===== config.mk =====
export PLATFORM = sky130hd
export DESIGN_NAME = bipadc_serial_port
export DESIGN_NICKNAME = d
export VERILOG_FILES = /design/src/bipadc_pkg.sv /design/src/bipadc_pair_buf.sv /design/src/bipadc_serial_port.sv
export SDC_FILE = /design/constraint.sdc
export NUM_CORES = 1
export LEC_CHECK = 0
export BUFFER_PORTS_ARGS = -buffer_cell sky130_fd_sc_hd__buf_2
export CAP_MARGIN = 20
export CORE_MARGIN = 8
export CORE_UTILIZATION = 33
export DETAILED_ROUTE_END_ITERATION = 10
export SETUP_SLACK_MARGIN = 0.2
export SLEW_MARGIN = 20
export SYNTH_ARGS = -nofsm -noshare
export SYNTH_HDL_FRONTEND = slang
export SYNTH_SLANG_ARGS = --single-unit

===== constraint.sdc =====
create_clock -name i_sys_clk -period 2.9 [get_ports i_sys_clk]
set_clock_uncertainty 0.1 [all_clocks]
set_input_delay 0.29 -clock i_sys_clk [delete_from_list [all_inputs] [get_ports i_sys_clk]]
set_output_delay 0.29 -clock i_sys_clk [all_outputs]
set_load 0.02 [all_outputs]

===== src/bipadc_pkg.sv =====
/*
  Shared constants of the bipolar converter serial port: frame length,
  edge numbers at which things happen, command word layout, register
  select codes and reset values.
  Assumes a 16-clock frame, most significant bit first in both directions.
*/
package bipadc_pkg;

  // frame shape
  localparam int WORD_W          = 16;
  localparam int SEL_W           = 3;
  localparam int CTRL_W          = 12;
  localparam int SHORT_W         = 7;
  localparam int CNT_W           = 5;

  // edge numbers inside one frame, counted from 1
  localparam logic [4:0] HOLD_END_RISE   = 5'h0E;
  localparam logic [4:0] CTRL_LOAD_RISE  = 5'h0F;
  localparam logic [4:0] SHORT_LOAD_FALL = 5'h0B;
  localparam logic [4:0] LAST_FALL       = 5'h10;

  // command word layout, bit numbers within the received shift register
  // at the moment of the load edge
  localparam int CTRL_SEL_LSB    = 12;
  localparam int CTRL_WR_BIT     = 11;
  localparam int SHORT_SEL_LSB   = 8;
  localparam int SHORT_WR_BIT    = 7;

  // register select codes
  localparam logic [2:0] SEL_CTRL     = 3'h0;
  localparam logic [2:0] SEL_RANGE_LO = 3'h1;
  localparam logic [2:0] SEL_RANGE_HI = 3'h2;
  localparam logic [2:0] SEL_SEQ      = 3'h3;

  // control register field
  localparam int CTRL_WEAK_BIT   = 2;

  // reset values
  localparam logic [11:0] CTRL_RST   = 12'h000;
  localparam logic [6:0]  SHORT_RST  = 7'h00;
  localparam logic [15:0] WORD_RST   = 16'h0000;
  // synchroniser idle levels: chip select and serial clock idle high
  localparam logic [2:0]  PIN_RST    = 3'h3;

endpackage


===== src/bipadc_pair_buf.sv =====
/*
  Two-entry buffer with valid and ready on both sides.
  Assumes one clock and a synchronous active-high reset; read data come
  straight from the entry registers.
*/
`timescale 1ns/1ns
`default_nettype none

module bipadc_pair_buf #(
  parameter int W = 16
) (
  // clock and reset
  input  wire logic         i_sys_clk,
  input  wire logic         i_rst,
  // filling side
  input  wire logic         i_valid,
  input  wire logic [W-1:0] i_data,
  output logic              o_ready,
  // draining side
  output logic              o_valid,
  output logic [W-1:0]      o_data,
  input  wire logic         i_ready
);

  logic [W-1:0] entry [2];
  logic         wr_ptr;
  logic         rd_ptr;
  logic [1:0]   count;
  logic         push;
  logic         pop;

  assign o_ready = (count != 2'h2);
  assign o_valid = (count != 2'h0);
  assign o_data  = entry[rd_ptr];
  assign push    = i_valid & o_ready;
  assign pop     = o_valid & i_ready;

  always_ff @(posedge i_sys_clk) begin
    if (push) begin
      entry[wr_ptr] <= i_data;
    end
  end

  always_ff @(posedge i_sys_clk) begin
    if (i_rst) begin
      wr_ptr <= 1'b0;
      rd_ptr <= 1'b0;
      count  <= 2'h0;
    end else begin
      if (push) begin
        wr_ptr <= ~wr_ptr;
      end
      if (pop) begin
        rd_ptr <= ~rd_ptr;
      end
      if (push && !pop) begin
        count <= count + 2'h1;
      end else if (pop && !push) begin
        count <= count - 2'h1;
      end
    end
  end

endmodule // bipadc_pair_buf

`default_nettype wire


===== src/bipadc_serial_port.sv =====
/*
  Device end of the serial port of an eight-channel sign-plus-12-bit
  converter: frame control, command reception, register loads, result
  shifting and the idle drive of the data output.
  Assumes the host's chip select, serial clock and data line arrive
  unsynchronised; the serial clock must be well below a quarter of
  i_sys_clk. Results come from the converter core as a valid/ready stream.
*/
`timescale 1ns/1ns
`default_nettype none

module bipadc_serial_port #(
  parameter int WORD_W  = bipadc_pkg::WORD_W,
  parameter int CTRL_W  = bipadc_pkg::CTRL_W,
  parameter int SHORT_W = bipadc_pkg::SHORT_W
) (
  // clock and reset
  input  wire logic              i_sys_clk,
  input  wire logic              i_rst,
  // host pins
  input  wire logic              i_cs_n,
  input  wire logic              i_sclk,
  input  wire logic              i_din,
  output logic                   o_dout,
  output logic                   o_dout_oe,
  output logic                   o_dout_weak,
  // results from the converter core
  input  wire logic              i_res_valid,
  input  wire logic [WORD_W-1:0] i_res_data,
  output logic                   o_res_ready,
  // converter control
  output logic                   o_hold,
  output logic                   o_conv_start,
  output logic                   o_conv_tick,
  output logic                   o_abort,
  output logic                   o_frame_done,
  output logic                   o_underrun,
  // register contents
  output logic [CTRL_W-1:0]      o_ctrl,
  output logic [SHORT_W-1:0]     o_seq,
  output logic [SHORT_W-1:0]     o_range_lo,
  output logic [SHORT_W-1:0]     o_range_hi,
  output logic                   o_reg_written
);

  typedef enum logic [2:0] {
    BIPADC_IDLE  = 3'b001,
    BIPADC_SHIFT = 3'b010,
    BIPADC_DONE  = 3'b100
  } bipadc_state_t;

  bipadc_state_t state;

  // three-stage synchronisers: bit 0 chip select, 1 serial clock, 2 data
  logic [2:0] sync_a;
  logic [2:0] sync_b;
  logic [2:0] sync_c;
  logic [1:0] pin_lvl;

  logic cs_fall;
  logic cs_rise;
  logic sclk_fall;
  logic sclk_rise;
  logic din_bit;

  logic [4:0]        fall_cnt;
  logic [4:0]        rise_cnt;
  logic [4:0]        next_fall;
  logic [4:0]        next_rise;
  logic [WORD_W-1:0] rx_sr;
  logic [WORD_W-1:0] next_rx;
  logic [WORD_W-1:0] tx_sr;
  logic [WORD_W-1:0] last_word;

  // buffer draining side
  logic              buf_valid;
  logic [WORD_W-1:0] buf_data;
  logic              buf_take;

  logic              frame_start;
  logic              weak_on;
  logic              next_tag_msb;
  logic [2:0]        short_sel;
  logic              short_wr;
  logic [2:0]        ctrl_sel;
  logic              ctrl_wr;

  always_ff @(posedge i_sys_clk) begin
    if (i_rst) begin
      sync_a <= bipadc_pkg::PIN_RST;
      sync_b <= bipadc_pkg::PIN_RST;
      sync_c <= bipadc_pkg::PIN_RST;
      pin_lvl <= bipadc_pkg::PIN_RST[1:0];
    end else begin
      sync_a <= {i_din, i_sclk, i_cs_n};
      sync_b <= sync_a;
      sync_c <= sync_b;
      // a new level is taken only where two stages agree, not on one sample
      pin_lvl <= (sync_b[1:0] & sync_c[1:0]) |
                 (pin_lvl & (sync_b[1:0] ^ sync_c[1:0]));
    end
  end

  // an edge counts once the second and third stages agree on a new level
  assign cs_fall   = pin_lvl[0] & ~sync_b[0] & ~sync_c[0];
  assign cs_rise   = ~pin_lvl[0] & sync_b[0] & sync_c[0];
  assign sclk_fall = pin_lvl[1] & ~sync_b[1] & ~sync_c[1];
  assign sclk_rise = ~pin_lvl[1] & sync_b[1] & sync_c[1];
  assign din_bit   = sync_c[2];

  assign frame_start  = (state == BIPADC_IDLE) & cs_fall;
  assign buf_take     = frame_start & buf_valid;
  assign weak_on      = o_ctrl[bipadc_pkg::CTRL_WEAK_BIT];
  assign next_tag_msb = buf_valid ? buf_data[WORD_W-1]
                                  : last_word[WORD_W-1];

  assign next_fall = fall_cnt + 5'h01;
  assign next_rise = rise_cnt + 5'h01;
  assign next_rx   = {rx_sr[WORD_W-2:0], din_bit};

  // command fields as they stand when the relevant load edge arrives
  assign short_sel = next_rx[bipadc_pkg::SHORT_SEL_LSB +: 3];
  assign short_wr  = next_rx[bipadc_pkg::SHORT_WR_BIT];
  assign ctrl_sel  = rx_sr[bipadc_pkg::CTRL_SEL_LSB +: 3];
  assign ctrl_wr   = rx_sr[bipadc_pkg::CTRL_WR_BIT];

  // results wait here so that a slow host frame rate loses no word
  bipadc_pair_buf #(
    .W (WORD_W)
  ) u_res_buf (
    .i_sys_clk (i_sys_clk),
    .i_rst     (i_rst),
    .i_valid   (i_res_valid),
    .i_data    (i_res_data),
    .o_ready   (o_res_ready),
    .o_valid   (buf_valid),
    .o_data    (buf_data),
    .i_ready   (buf_take)
  );

  // frame sequencing
  always_ff @(posedge i_sys_clk) begin
    if (i_rst) begin
      state <= BIPADC_IDLE;
    end else begin
      case (state)
        BIPADC_IDLE: begin
          if (cs_fall) begin
            state <= BIPADC_SHIFT;
          end
        end
        BIPADC_SHIFT: begin
          if (cs_rise) begin
            state <= BIPADC_IDLE;
          end else if (sclk_fall && next_fall == bipadc_pkg::LAST_FALL) begin
            state <= BIPADC_DONE;
          end
        end
        BIPADC_DONE: begin
          if (cs_rise) begin
            state <= BIPADC_IDLE;
          end
        end
        default: begin
          state <= BIPADC_IDLE;
        end
      endcase
    end
  end

  // edge counters, paced only by the host serial clock
  always_ff @(posedge i_sys_clk) begin
    if (i_rst || frame_start) begin
      fall_cnt <= 5'h00;
      rise_cnt <= 5'h00;
    end else if (state == BIPADC_SHIFT) begin
      if (sclk_fall) begin
        fall_cnt <= next_fall;
      end
      if (sclk_rise) begin
        rise_cnt <= next_rise;
      end
    end
  end

  // command reception
  always_ff @(posedge i_sys_clk) begin
    if (i_rst || frame_start) begin
      rx_sr <= bipadc_pkg::WORD_RST;
    end else if (state == BIPADC_SHIFT && sclk_fall) begin
      rx_sr <= next_rx;
    end
  end

  // result shifting; the first tag bit is up right after chip select falls
  always_ff @(posedge i_sys_clk) begin
    if (i_rst) begin
      tx_sr     <= bipadc_pkg::WORD_RST;
      last_word <= bipadc_pkg::WORD_RST;
    end else if (frame_start) begin
      if (buf_valid) begin
        tx_sr     <= buf_data;
        last_word <= buf_data;
      end else begin
        tx_sr <= last_word;
      end
    end else if (state == BIPADC_SHIFT && sclk_fall) begin
      tx_sr <= {tx_sr[WORD_W-2:0], 1'b0};
    end
  end

  // data output pin
  always_ff @(posedge i_sys_clk) begin
    if (i_rst) begin
      o_dout      <= 1'b0;
      o_dout_oe   <= 1'b0;
      o_dout_weak <= 1'b0;
    end else if (frame_start) begin
      o_dout      <= buf_valid ? buf_data[WORD_W-1]
                               : last_word[WORD_W-1];
      o_dout_oe   <= 1'b1;
      o_dout_weak <= 1'b0;
    end else if (state == BIPADC_SHIFT && !cs_rise &&
                 !(sclk_fall && next_fall == bipadc_pkg::LAST_FALL)) begin
      o_dout      <= tx_sr[WORD_W-1];
      o_dout_oe   <= 1'b1;
      o_dout_weak <= 1'b0;
      if (sclk_fall) begin
        o_dout <= tx_sr[WORD_W-2];
      end
    end else if (weak_on) begin
      // a weak driver that any pull resistor overrides
      o_dout      <= next_tag_msb;
      o_dout_oe   <= 1'b1;
      o_dout_weak <= 1'b1;
    end else begin
      o_dout      <= 1'b0;
      o_dout_oe   <= 1'b0;
      o_dout_weak <= 1'b0;
    end
  end

  // sampler hold and conversion pacing
  always_ff @(posedge i_sys_clk) begin
    if (i_rst) begin
      o_hold       <= 1'b0;
      o_conv_start <= 1'b0;
      o_conv_tick  <= 1'b0;
      o_abort      <= 1'b0;
      o_frame_done <= 1'b0;
      o_underrun   <= 1'b0;
    end else begin
      o_conv_start <= frame_start;
      o_underrun   <= frame_start & ~buf_valid;
      o_conv_tick  <= (state == BIPADC_SHIFT) & sclk_rise;
      o_abort      <= (state == BIPADC_SHIFT) & cs_rise;
      o_frame_done <= (state == BIPADC_SHIFT) & ~cs_rise & sclk_fall &
                      (next_fall == bipadc_pkg::LAST_FALL);
      if (frame_start) begin
        o_hold <= 1'b1;
      end else if (state == BIPADC_SHIFT && cs_rise) begin
        o_hold <= 1'b0;
      end else if (state == BIPADC_SHIFT && sclk_rise &&
                   next_rise == bipadc_pkg::HOLD_END_RISE) begin
        o_hold <= 1'b0;
      end
    end
  end

  // control register: eleven received bits land in the upper bits, the
  // lowest bit arrives only after the load edge and loads as zero
  always_ff @(posedge i_sys_clk) begin
    if (i_rst) begin
      o_ctrl <= bipadc_pkg::CTRL_RST;
    end else if (state == BIPADC_SHIFT && !cs_rise && sclk_rise &&
                 next_rise == bipadc_pkg::CTRL_LOAD_RISE &&
                 ctrl_sel == bipadc_pkg::SEL_CTRL && ctrl_wr) begin
      o_ctrl <= {rx_sr[CTRL_W-2:0], 1'b0};
    end
  end

  // sequence and range registers
  always_ff @(posedge i_sys_clk) begin
    if (i_rst) begin
      o_seq      <= bipadc_pkg::SHORT_RST;
      o_range_lo <= bipadc_pkg::SHORT_RST;
      o_range_hi <= bipadc_pkg::SHORT_RST;
    end else if (state == BIPADC_SHIFT && !cs_rise && sclk_fall &&
                 next_fall == bipadc_pkg::SHORT_LOAD_FALL && short_wr) begin
      if (short_sel == bipadc_pkg::SEL_SEQ) begin
        o_seq <= next_rx[SHORT_W-1:0];
      end else if (short_sel == bipadc_pkg::SEL_RANGE_LO) begin
        o_range_lo <= next_rx[SHORT_W-1:0];
      end else if (short_sel == bipadc_pkg::SEL_RANGE_HI) begin
        o_range_hi <= next_rx[SHORT_W-1:0];
      end
    end
  end

  // one pulse for any register load, for the converter core
  always_ff @(posedge i_sys_clk) begin
    if (i_rst) begin
      o_reg_written <= 1'b0;
    end else begin
      o_reg_written <=
        (state == BIPADC_SHIFT) & ~cs_rise &
        ((sclk_rise & (next_rise == bipadc_pkg::CTRL_LOAD_RISE) &
          (ctrl_sel == bipadc_pkg::SEL_CTRL) & ctrl_wr) |
         (sclk_fall & (next_fall == bipadc_pkg::SHORT_LOAD_FALL) & short_wr &
          ((short_sel == bipadc_pkg::SEL_SEQ) ||
           (short_sel == bipadc_pkg::SEL_RANGE_LO) ||
           (short_sel == bipadc_pkg::SEL_RANGE_HI))));
    end
  end

endmodule // bipadc_serial_port

`default_nettype wire

==> impl_metrics.sql <==
INSERT INTO impl_metrics (metric_group, metric, value, unit) VALUES
('logic_synthesis', 'async_flop_share', '0', '%'),
('drt', 'detailroute.via_count', '4319', ''),
('clock_tree', 'numClockSinks', '150', ''),
('logic_synthesis', 'synth_seq_area_share', '55.7', '%'),
('drt', 'drc', '0', ''),
('clock_tree', 'root_buffer', 'sky130_fd_sc_hd__clkbuf_16', ''),
('logic_synthesis', 'ys_seq_elements', '150', ''),
('setup_path', 'ff_to_ff_setup_slack', '0.46', 'ns'),
('placement', 'place_hpwl', '8690', 'um'),
('global_routing', 'grt_start_max_net_pins', '41', ''),
('final_layout', 'fillerInstances', '1703', ''),
('min_path', 'hold-path-cell-count', '2', ''),
('pwr', 'worst_ir_drop_vdd', '414', 'uV'),
('setup_path', 'end_kind', 'register', ''),
('floorplanning', 'fp-row-count', '49', ''),
('pwr', 'total_power', '4.68', 'mW'),
('sta', 'finalSetupViolations', '0', ''),
('setup_path', 'reg2reg_depth', '7', ''),
('setup_path', 'required', '3.10', 'ns'),
('logic_synthesis', 'netlist.area_leader.share', '39.6', '%'),
('logic_synthesis', 'synth_enable_flop_cells', '32', ''),
('setup_path', 'reg2reg_end', 'o_range_hi[6]', ''),
('floorplanning', 'coreArea', '17800', 'sq um'),
('setup_path', 'crit_slowest_cell', 'sky130_fd_sc_hd__dfxtp_1', ''),
('clock_tree', 'clock_path_buffers', '2', ''),
('setup_path', 'r2r-start', 'fall_cnt[0]', ''),
('sta', 'timing.final.max_slew_violations', '0', ''),
('global_routing', 'first_global_vias', '4285', ''),
('status', 'outcome', 'completed', ''),
('clock_tree', 'cts_resized', '0', ''),
('sta', 'finalSetupTns', '0', 'ns'),
('logic_synthesis', 'syn-instance-count', '591', ''),
('floorplanning', 'die_height', '150', 'um'),
('setup_path', 'critical_path_peak_fanout', '7', ''),
('drt', 'vias_per_cell', '4.76', ''),
('setup_path', 'max_stage_delay', '0.48', 'ns'),
('drt', 'iteration_count_of_the_initial_detailed_routing_pass', '4', ''),
('pwr', 'leakagePower', '2.62', 'nW'),
('drt', 'finalWirelength', '12600', 'um'),
('logic_synthesis', 'synth_most_common_cell', 'sky130_fd_sc_hd__dfxtp_1', ''),
('logic_synthesis', 'synth.cells.most_frequent', 'sky130_fd_sc_hd__dfxtp_1 (118), sky130_fd_sc_hd__nor2_1 (102), sky130_fd_sc_hd__nand2_1 (69)', ''),
('final_layout', 'finish.utilization', '40.9', '%'),
('final_layout', 'area.growth.synth_to_final', '22.2', '%'),
('floorplanning', 'effective_utilization_at_floorplan', '33.5', '%'),
('placement', 'gp_routability_congestion', '0.777', ''),
('drt', 'route.detailed.wl_per_inst', '13.9', 'um'),
('sta', 'final_period_minus_worst_setup_slack', '2.44', 'ns'),
('sta', 'final.period_utilization', '84.2', '%'),
('logic_synthesis', 'synth_cell_type_count', '47', ''),
('final_layout', 'antenna_cells', '0', ''),
('drt', 'ant_nets', '0', ''),
('final_layout', 'finished_cell_area', '7290', 'sq um'),
('logic_synthesis', 'yosysWarnings', '0', ''),
('sta', 'grt_setup_unrepaired', 'no', ''),
('clock_tree', 'cts_made_buffers', '17', ''),
('logic_synthesis', 'predominant_post_synthesis_flop_cell', 'sky130_fd_sc_hd__dfxtp_1', ''),
('global_routing', 'grt_pass1_wl', '21000', 'um'),
('logic_synthesis', 'synth_fp_nets', '622', ''),
('global_routing', 'grt.busiest_layer', 'met2', ''),
('logic_synthesis', 'synth_top_area_cell', 'sky130_fd_sc_hd__dfxtp_1', ''),
('clock_tree', 'tritoncts', 'yes', ''),
('drt', 'drt_first_iter_violations', '292', ''),
('placement', 'place.port_buffers', '64', ''),
('logic_synthesis', 'mappedNetlistArea', '5970', 'sq um'),
('sta', 'slew-limit-headroom', '49.0', '%'),
('placement', 'place_area', '6520', 'sq um'),
('sta', 'endpoints_failing_hold', '0', ''),
('setup_path', 'path_cells', 'ha_1 -> and3_1 -> o211ai_1 -> a2111oi_4 -> buf_4 -> mux2i_1 -> nor2_1', ''),
('global_routing', 'fraction_of_met1_tracks_used_by_global_routing', '14.2', '%'),
('setup_path', 'timing_worst_setup_path_type', 'reg2reg', ''),
('pwr', 'power_density', '642', 'nW/um^2');
## state kept, by name, summed over array words and instances, names as in the netlist, 5 cells and up, named ones only
signal and cells:
o_ctrl 11, o_range_hi 7, tx_sr 16, rx_sr 15
last_word 16, o_seq 7, fall_cnt 5, u_res_buf.entry 32
o_range_lo 7, rise_cnt 5
## routing by layer
metal  up-vias  share of wire (%)
li1       2193                  -
met1      2007                 45
met2       104                 48
met5         -                  0
met3        15                5.9
met4         0                1.3
## timing repair
action / CTS / global route
buffers inserted: 0 / 1
hold buffers: 18 / 0
endpoints found under the hold margin: 34 / 0
setup endpoints to repair: 0 / 7
## power breakdown
part	total (mW)	internal, mW	switching [mW]
Clock	2.19	1.35	0.841
Sequential	2.22	2.20	0.0223
Combinational	0.270	0.0975	0.173
Total	4.68	3.64	1.04
## per-stage QoR
stage,worst slack [ns],std cells
final,0.458,908
after global routing,0.282,908
after CTS,0.308,907
after detailed placement,0.313,857
after global placement,0.456,857
after floorplan,0.213,591
## cell usage in the layout (no fill, tap or decap), types with 7 or more instances in the layout
cell	n
sky130_fd_sc_hd__ha_1	9
sky130_fd_sc_hd__dlygate4sd3_1	18
sky130_fd_sc_hd__edfxtp_1	32
sky130_fd_sc_hd__a21oi_1	38
sky130_fd_sc_hd__nand2_1	69
sky130_fd_sc_hd__a211oi_1	19
sky130_fd_sc_hd__mux2i_1	49
sky130_fd_sc_hd__a311oi_1	15
sky130_fd_sc_hd__nor2_1	102
sky130_fd_sc_hd__buf_2	64
sky130_fd_sc_hd__dfxtp_1	118
sky130_fd_sc_hd__xor2_1	9
sky130_fd_sc_hd__or2_2	7
sky130_fd_sc_hd__nor2b_1	12
sky130_fd_sc_hd__clkbuf_16	17
sky130_fd_sc_hd__buf_4	15
## critical path: cells and delay by family (launching register included)
family	cells	cell delay [ns]
AO/OA/AOI/OAI	2	0.71
flip-flops	1	0.48
multiplexers	1	0.21
AND/OR/NAND/NOR	2	0.26
buffers and inverters	1	0.23
adder cells (fa/ha/maj)	1	0.33
## worst max path at each step
stage,start,endpoint,depth (start not counted)
6_report,fall_cnt[0],o_range_hi[6],7
5_1_grt,fall_cnt[0],o_range_hi[2],7
4_1_cts,fall_cnt[0],o_range_hi[6],6
3_5_place_dp,fall_cnt[0],o_range_hi[6],6
3_3_place_gp,fall_cnt[0],o_range_hi[0],6
2_1_floorplan,sync_b[0],u_res_buf.count[1],9
## cell families (layout without fill, tap and decap cells)
family / count (synthesis) / in the layout / share of synthesized area (%)
simple gates: 227 / 227 / 17.1
flops: 150 / 150 / 55.7
compound gates: 94 / 94 / 11.7
mux: 49 / 49 / 8.22
buf+inv: 47 / 135 / 3.40
xor+xnor: 14 / 14 / 2.05
fa+ha+maj: 9 / 9 / 1.89
other cells: 1 / 1 / 0.0628
## area by class of cell
class                      instances  area, sq um  share of cell area, %
multi-input combinational        394         2460                   33.7
clock inverter                    13          155                   2.13
sequential                       150         3320                   45.6
timing repair buffer              97          613                   8.41
inverter                           6         22.5                  0.309
clock buffer                      19          433                   5.94
tap                              229          287                   3.93
No activity file was read; power rests on OpenSTA's default activity.
